**src/azs_params.svh**
```systemverilog
// Constants for the offset auto-zero sequencer
`ifndef AZS_PARAMS_SVH
`define AZS_PARAMS_SVH

// ****************************************
// Port addresses
// ****************************************
`define AZS_ADDR_RESULT   8'he4
`define AZS_ADDR_TRIM     8'he5
`define AZS_ADDR_SWITCH   8'he6
`define AZS_ADDR_CONFIG   8'he7

// ****************************************
// Port values
// ****************************************
`define AZS_CFG_WORD      8'h90
`define AZS_PTR_INIT      8'h80
`define AZS_CODE_INIT     8'h7f
`define AZS_SW_ZERO       8'h01
`define AZS_SW_SIGNAL     8'h02
`define AZS_SW_TOGGLE     8'h03
`define AZS_ZERO_BYTE     8'h00
`define AZS_STEPS         4'h8

`endif

```
**src/azs_pkg.sv**
```systemverilog
// Types and helpers shared by the auto-zero sequencer
package azs_pkg;

    typedef enum logic [3:0] {
        AZS_RSTSW  = 4'b0000,
        AZS_IDLE   = 4'b0001,
        AZS_CFG    = 4'b0010,
        AZS_SWZ    = 4'b0011,
        AZS_INIT   = 4'b0100,
        AZS_OUTB   = 4'b0101,
        AZS_START  = 4'b0110,
        AZS_WAIT   = 4'b0111,
        AZS_READ   = 4'b1000,
        AZS_DECIDE = 4'b1001,
        AZS_FOUT   = 4'b1010,
        AZS_FIN    = 4'b1011
    } azs_state_t;

    typedef struct packed {
        azs_state_t  st;
        logic [7:0]  code;
        logic [7:0]  ptr;
        logic [7:0]  result;
        logic [7:0]  sw;
        logic [7:0]  io_addr;
        logic [7:0]  io_wdata;
        logic        io_wr;
        logic        io_rd;
        logic        busy;
        logic        done;
        logic [7:0]  trim;
    } azs_regs_t;

    // Switch, trim and result data pass through inverting buffers; the config word does not
    function automatic logic [7:0] azs_inv(input logic [7:0] v);
        return ~v;
    endfunction

endpackage

```
**src/azs_step_if.sv**
```systemverilog
// Carrier between the sequencer and its approximation step unit
interface azs_step_if #(parameter int W = 8);
    logic [W-1:0] code;
    logic [W-1:0] ptr;
    logic [W-1:0] result;
    logic [W-1:0] code_next;
    logic [W-1:0] ptr_next;
    logic         last;

    modport ctrl (output code, output ptr, output result,
                  input code_next, input ptr_next, input last);
    modport step (input code, input ptr, input result,
                  output code_next, output ptr_next, output last);
endinterface

```
**src/azs_ctrl.sv**
```systemverilog
// Offset auto-zero sequencer driving the result, trim and switch ports
`include "azs_params.svh"

module azs_ctrl (
    input  wire logic       sys_clk_in,
    input  wire logic       rst_in,
    input  wire logic       start_in,
    input  wire logic       conv_done_n_in,
    input  wire logic [7:0] io_rdata_in,
    output logic      [7:0] io_addr_out,
    output logic      [7:0] io_wdata_out,
    output logic            io_wr_out,
    output logic            io_rd_out,
    output logic            busy_out,
    output logic            done_out,
    output logic      [7:0] trim_code_out,
    output logic      [7:0] sw_ctrl_out
);
    import azs_pkg::*;

    // ****************************************
    // State
    // ****************************************
    azs_regs_t   r_reg;
    azs_regs_t   r_next;
    azs_step_if  #(.W(8)) stp ();

    azs_sar_step #(.W(8)) u_step (
        .s (stp.step)
    );

    assign stp.code   = r_reg.code;
    assign stp.ptr    = r_reg.ptr;
    assign stp.result = r_reg.result;

    // ****************************************
    // Sequencer
    // ****************************************
    always_comb begin
        r_next       = r_reg;
        r_next.io_wr = 1'b0;
        r_next.io_rd = 1'b0;
        case (r_reg.st)
            AZS_RSTSW: begin
                // Select the signal path before anything else happens
                r_next.sw       = `AZS_SW_SIGNAL;
                r_next.io_addr  = `AZS_ADDR_SWITCH;
                r_next.io_wdata = azs_inv(`AZS_SW_SIGNAL);
                r_next.io_wr    = 1'b1;
                r_next.st       = AZS_IDLE;
            end
            AZS_IDLE: begin
                if (start_in) begin
                    r_next.done = 1'b0;
                    r_next.busy = 1'b1;
                    r_next.st   = AZS_CFG;
                end
            end
            AZS_CFG: begin
                // Control word goes to the port unit itself, unbuffered
                r_next.io_addr  = `AZS_ADDR_CONFIG;
                r_next.io_wdata = `AZS_CFG_WORD;
                r_next.io_wr    = 1'b1;
                r_next.st       = AZS_SWZ;
            end
            AZS_SWZ: begin
                r_next.sw       = `AZS_SW_ZERO;
                r_next.io_addr  = `AZS_ADDR_SWITCH;
                r_next.io_wdata = azs_inv(`AZS_SW_ZERO);
                r_next.io_wr    = 1'b1;
                r_next.st       = AZS_INIT;
            end
            AZS_INIT: begin
                r_next.ptr  = `AZS_PTR_INIT;
                r_next.code = `AZS_CODE_INIT;
                r_next.st   = AZS_OUTB;
            end
            AZS_OUTB: begin
                // Each bit drives one weighted trim resistor
                r_next.io_addr  = `AZS_ADDR_TRIM;
                r_next.io_wdata = azs_inv(r_reg.code);
                r_next.io_wr    = 1'b1;
                r_next.st       = AZS_START;
            end
            AZS_START: begin
                r_next.io_addr  = `AZS_ADDR_RESULT;
                r_next.io_wdata = `AZS_ZERO_BYTE;
                r_next.io_wr    = 1'b1;
                r_next.st       = AZS_WAIT;
            end
            AZS_WAIT: begin
                if (!conv_done_n_in) begin
                    r_next.io_addr = `AZS_ADDR_RESULT;
                    r_next.io_rd   = 1'b1;
                    r_next.st      = AZS_READ;
                end
            end
            AZS_READ: begin
                r_next.result = azs_inv(io_rdata_in);
                r_next.st     = AZS_DECIDE;
            end
            AZS_DECIDE: begin
                r_next.code = stp.code_next;
                r_next.ptr  = stp.ptr_next;
                if (stp.last) begin
                    r_next.st = AZS_FOUT;
                end else begin
                    r_next.st = AZS_OUTB;
                end
            end
            AZS_FOUT: begin
                r_next.io_addr  = `AZS_ADDR_TRIM;
                r_next.io_wdata = azs_inv(r_reg.code);
                r_next.io_wr    = 1'b1;
                r_next.st       = AZS_FIN;
            end
            AZS_FIN: begin
                // Open the zero switch, close the signal switch
                r_next.sw       = r_reg.sw ^ `AZS_SW_TOGGLE;
                r_next.io_addr  = `AZS_ADDR_SWITCH;
                r_next.io_wdata = azs_inv(r_reg.sw ^ `AZS_SW_TOGGLE);
                r_next.io_wr    = 1'b1;
                r_next.trim     = r_reg.code;
                r_next.done     = 1'b1;
                r_next.busy     = 1'b0;
                r_next.st       = AZS_IDLE;
            end
            default: begin
                r_next.st = AZS_IDLE;
            end
        endcase
    end

    always_ff @(posedge sys_clk_in or posedge rst_in) begin
        if (rst_in) begin
            r_reg.st       <= AZS_RSTSW;
            r_reg.code     <= `AZS_CODE_INIT;
            r_reg.ptr      <= `AZS_ZERO_BYTE;
            r_reg.result   <= `AZS_ZERO_BYTE;
            r_reg.sw       <= `AZS_SW_SIGNAL;
            r_reg.io_addr  <= `AZS_ZERO_BYTE;
            r_reg.io_wdata <= `AZS_ZERO_BYTE;
            r_reg.io_wr    <= 1'b0;
            r_reg.io_rd    <= 1'b0;
            r_reg.busy     <= 1'b0;
            r_reg.done     <= 1'b0;
            r_reg.trim     <= `AZS_CODE_INIT;
        end else begin
            r_reg <= r_next;
        end
    end

    // ****************************************
    // Outputs
    // ****************************************
    assign io_addr_out   = r_reg.io_addr;
    assign io_wdata_out  = r_reg.io_wdata;
    assign io_wr_out     = r_reg.io_wr;
    assign io_rd_out     = r_reg.io_rd;
    assign busy_out      = r_reg.busy;
    assign done_out      = r_reg.done;
    assign trim_code_out = r_reg.trim;
    assign sw_ctrl_out   = r_reg.sw;

    // ****************************************
    // Checks
    // ****************************************
    logic [3:0] step_cnt_reg;

    always_ff @(posedge sys_clk_in or posedge rst_in) begin
        if (rst_in) begin
            step_cnt_reg <= 4'h0;
        end else if (r_reg.st == AZS_INIT) begin
            step_cnt_reg <= 4'h0;
        end else if (r_reg.st == AZS_DECIDE) begin
            step_cnt_reg <= step_cnt_reg + 4'h1;
        end
    end
endmodule

```
**src/azs_sar_step.sv**
```systemverilog
// One successive-approximation decision on the trim code
module azs_sar_step #(
    parameter int W = 8
) (
    azs_step_if.step s
);
    logic neg;

    always_comb begin
        // A zero result means the preamp output is negative
        neg = (s.result == '0);
        if (neg) begin
            s.code_next = s.code & ~s.ptr;
        end else begin
            s.code_next = s.code | s.ptr;
        end
        s.ptr_next = s.ptr >> 1;
        s.last     = (s.ptr_next == '0);
    end
endmodule

```
**config.mk**
```make
export PLATFORM = sky130hd
export DESIGN_NAME = azs_ctrl
export DESIGN_NICKNAME = d
export VERILOG_FILES = /design/src/azs_pkg.sv /design/src/azs_step_if.sv /design/src/azs_ctrl.sv /design/src/azs_sar_step.sv
export VERILOG_INCLUDE_DIRS = /design/src
export SDC_FILE = /design/constraint.sdc
export NUM_CORES = 1
export LEC_CHECK = 0
export BUFFER_PORTS_ARGS = -buffer_cell sky130_fd_sc_hd__buf_2
export CORE_MARGIN = 1
export CORE_UTILIZATION = 40
export CTS_BUF_LIST = sky130_fd_sc_hd__clkbuf_8
export CTS_CLUSTER_DIAMETER = 60
export DETAILED_ROUTE_END_ITERATION = 8
export MAX_ROUTING_LAYER = met4
export PLACE_DENSITY = 0.61
export SYNTH_ARGS = -nofsm -noshare
export SYNTH_HDL_FRONTEND = slang
export SYNTH_SLANG_ARGS = --single-unit
```
**constraint.sdc**
```tcl
create_clock -name sys_clk_in -period 1.7 [get_ports sys_clk_in]
set_input_delay 0.255 -clock sys_clk_in [delete_from_list [all_inputs] [get_ports sys_clk_in]]
set_output_delay 0.255 -clock sys_clk_in [all_outputs]
set_load 0.01 [all_outputs]
```
* Word level (Yosys, flattened, before mapping)
Cells that the tools add are included.
Word-level totals: bits in latches 0, memories 0, word-level logic and storage cells 63, memory bits (read-only) 0, output and inout bits 36, bits of input ports 12, memory bits (writable) 0, register bits 64
Operators by class: equal/unequal tests 13, multipliers 0, $add $sub $neg 0, bitwise operators 8, shift operators 0, $lt $le $gt $ge 0, mux-type cells 14, div/mod/pow operators 0, reduce and logical (&&, ||, !) cells 15
Operator list (count):
- 9-bit case mux with 6 select lines | 1
- 4-bit case mux with 10 select lines | 1
- 8-bit case mux with 5 select lines | 1
- 8-bit inverter | 4
- 16-bit case mux with 2 select lines | 1
- 8-bit case mux with 3 select lines | 1
- 4-bit by 3-bit equality test with 1-bit output, second input constant | 4
- 4-bit equality test, second input constant | 4
- 8-bit logical NOT | 2
- 8-bit 2-to-1 mux | 2
- 4-bit 2-to-1 mux | 3
- 8-bit AND | 1
- 4-bit by 2-bit equality test with 1-bit output, second input constant | 2
- 8-bit bitwise OR | 1
- 2-bit AND reduction | 4
- 2-bit nonzero test | 3
- 6-bit nonzero test | 1
- 5-bit nonzero test | 1
- 4-bit by 1-bit equality test with 1-bit output, second input constant | 1
- 4-bit logical NOT | 1
- 2-bit inequality test, second input constant | 2
- 2-bit case mux with 2 select lines | 1
- 3-bit nonzero test | 1
- 3-bit OR reduction | 1
- 5 further kinds | 6

* Longest topological paths before layout
depth after elaboration 4, mapped depth 6, depth with buffers taken out 4

* Hierarchy
A second synthesis with hierarchy kept.
Unflattened totals: cells, all modules 285, area total of the unflattened synthesis 2806.4 µm²
By module, submodules not included:
- azs_ctrl | times used 1, area each 2617.5 µm², seq. area each 1345.0 µm², cells each 256
- azs_sar_step | times used 1, area each 188.9 µm², seq. area each 0.0 µm², cells each 29

* Worst setup path after synthesis
No wires, ideal clock.
path type reg-to-reg, from reg r_reg[62] (netlist name), to reg r_reg, in the netlist trim_code_out[7], slack 0.279 ns, arrival time 1.296 ns, stages on the path, launching flop included 6, path buffers 2, cell sequence dfrtp_1 buf_6 nand2b_4 or2_4 buf_6 mux2_4
Between the ends: longest elaborated chain between the ends 1
Ends and longest elaborated chain:
- start: declaration | line azs_ctrl.sv:24 | azs_regs_t r_reg;
- start signal: assignment | line azs_ctrl.sv:149 | r_reg <= r_next;
- 4-bit equality test | line azs_ctrl.sv:43 | case (r_reg.st)
No other way between the ends. A chain may end at the register's enable or synchronous reset.

* Worst setup path in the final report
from reg r_reg[62] (netlist name), to reg r_reg, in the netlist io_addr_out[0]
Between the ends: longest elaborated chain between the ends 4, elaborated cells on any way between the ends 14
Ends and longest elaborated chain (line):
- 4-bit equality test, or another cell as far along | azs_ctrl.sv:43
- 3-bit OR reduction (no source line) / 2-bit OR reduction (equally long branches)
- 5-bit nonzero test (no source line)
- 2-bit AND reduction (no source line)
Parallel ways exist; a longest one is shown, timed or not.

==> results.txt <==
status - finished, final reports clean
crit path buf inv count - 2
P&R area growth vs syn - 8.96%
# rows - 30
Arr. time, crit path - 1.75 ns
wire per inst - 14.1 um
share of the synthesized area in the top cell type - 0.341
top cells by count, synth - 38 x dfrtp_1, 37 x nand2_1, 36 x a21oi_1
total of max-cap violations - 0
largest net degree at the start of global routing - 28
Slew Viols, Final - 0
DR vias - 2045
Iteration-0 DRC Markers - 73
busiest grt layer - met2
FMAX - 0.641 GHz
top cells by area, synth - dfrtp_1 34%, dfstp_2 14%, buf_4 9.1%
Vias/cell - 5.13
Die ar. - 7320 um2
worst-path maximum fanout - 13
Reg2Reg Depth - 5
power per cell area - 1710 nW/um2
io pins - 48
placed insts - 390
routing usage on met3 - 0.0404
CP startpoint - r_reg[62]
Tmin final - 1.56 ns
met2 Resource Use GR - 0.251
Syn Inst Count - 294
largest area contributor in the netlist - dfrtp_1
hold endpoint - stp.result[3]
post-synth cell types - 50
Antenna Nets Post-Route - 0
reg-to-reg setup timing slack - 0.14 ns
ys flop type - dfrtp_1
first-pass GRT wire length - 9.31 mm
cell mode on critical path - buf_4
Setup-failing EPs final - 0
vias in the first global route - 1879
Root Buffer - clkbuf_8
grt ovf - 0
clock skew - 0.00679 ns
Fillers - 691
final period utilization - 0.918
Synth Cell Area - 2790 um2
CTS buffer count - 5
CP Class - register to register
Initial DRT Pass Iterations - 4
Hold WC Path Type - primary input to register
Initial Util - 0.413
Clock transition at path regs - 0.10 ns
Routed WL - 5.61 mm
share of cells above drive strength 1 - 0.298
max incr delay on CP - 0.57 ns
drc violations - 0
Top delay family on crit path - flip-flops
post-synthesis sequential area ratio - 0.482
Pleak - 1.38 nW
nets@finish - 330
WP data required - 1.89 ns
CTS sink cnt - 53
post-route setup TNS - 0 ns
Critical Path Start Type - register
synthesis-stage register bit count - 53
Setup crit end kind - register
Antenna diodes - 0
Die Ht - 85.6 um
Post-Layout Cell Count - 399
maximum root-to-sink buffer count - 2
Final Hold Viols - 0
slowest cell on the critical path - dfrtp_1
Multi-input gate area - 1110 um2
Hold Path Depth - 2
asr flop ratio synth - 1.00
fin area - 3040 um2
initial antenna violation count - 0
mean post-synth cell area - 9.50 um2
number of flops mapped to enable cells by yosys - 0
DP Area - 2920 um2
Critical R2R Launch - r_reg[62]
register area - 1350 um2
Port Buffer Count - 39
RSZ-0062 raised after global routing - false
hpwl dp - 4.11 mm
H-Tree Depth - 2
FF-to-FF End - io_addr_out[0]
die width - 85.6 um
Worst-Skew Late Latency - 0.30 ns
most common cell in the netlist - dfrtp_1
RePlAce Congestion - 0.844
worst path cell trace - buf_4, nand2b_1, buf_4, a21oi_1, a311o_1
Core ar. - 6760 um2
CTS tree - built
HP Start - io_rdata_in[3]
final core occ - 0.450
Global Route Usage Sum - 0.167
yosys synthesis warning count - 0
worst vdd rail ir drop - 0.591 mV
Post-CTS Setup Inserts - 0
met1 Track Usage GR - 0.231
[placed cells by master, fill, tap and decap left out, types with 8 or more instances in the layout]
cell type,n
a21oi_1,36
conb_1,8
o21ai_0,13
nor2_1,23
inv_1,8
buf_2,39
nand2_1,37
buf_4,16
dfrtp_1,37
dfstp_2,15
nand2b_1,8
[cell type report]
class                           count  area share
Timing Repair Buffer               57       0.113
Clock buffer                        5      0.0226
Inverter                            8     0.00987
Clock inverter                      3      0.0127
Sequential cell                    53       0.442
Tap cell                           80      0.0329
Multi-Input combinational cell    193       0.366
[metal layers]
layer | routed length, um | part of all wire
met1 | 2730 | 0.49
met2 | 2660 | 0.47
met3 | 191 | 0.034
met4 | 23 | 0.0041
met5 | 0 | 0
[through the flow]
stage	total power, mW	setup slack [ns]	hold WS, ns
floorplan	3.98	0.184	0.328
global placement	4.37	0.0767	0.196
detailed placement	4.39	0.101	0.199
CTS	5.25	0.0723	0.0907
global route	5.60	0.0251	0.0832
finish	5.21	0.140	0.103
[where the power goes]
| part | switching, mW | internal (mW) |
|---|---|---|
| combinational | 1.20 | 1.06 |
| sequential | 0.378 | 1.73 |
| clock | 0.409 | 0.432 |
[worst max path at each step]
| stage | end | slack [ns] | cells after the start |
|---|---|---|---|
| floorplan | busy_out | 0.18 | 1 |
| CTS | io_wdata_out[7] | 0.07 | 5 |
| finish | io_addr_out[0] | 0.14 | 5 |
| global placement | io_wdata_out[7] | 0.08 | 5 |
| detailed placement | io_wdata_out[7] | 0.10 | 5 |
| global route | io_wdata_out[6] | 0.03 | 5 |
[what timing repair did]
action	4_1_cts	5_1_grt
setup endpoints to repair	0	1
endpoints found under the hold margin	8	0
gates resized for setup	0	1
hold buffers	1	0
[worst reg2reg max path, delay by kind of cell, from the launching register on]
| family | cells | cell delay (ns) |
|---|---|---|
| AOI/OAI and AO/OA | 2 | 0.33 |
| and+or+nand+nor | 1 | 0.14 |
| buffers and inverters | 2 | 0.40 |
| DFF | 1 | 0.57 |
[cells by family (layout without fill, tap and decap cells)]
family	after synthesis	in the layout	share of synthesized area
compound gates	84	84	0.187
xor+xnor	1	1	0.00314
buf+inv	55	73	0.129
flops	53	53	0.482
mux	7	7	0.0363
other cells	1	8	0.00134
simple gates	93	93	0.162
No activity file was read; power rests on OpenSTA's default activity.
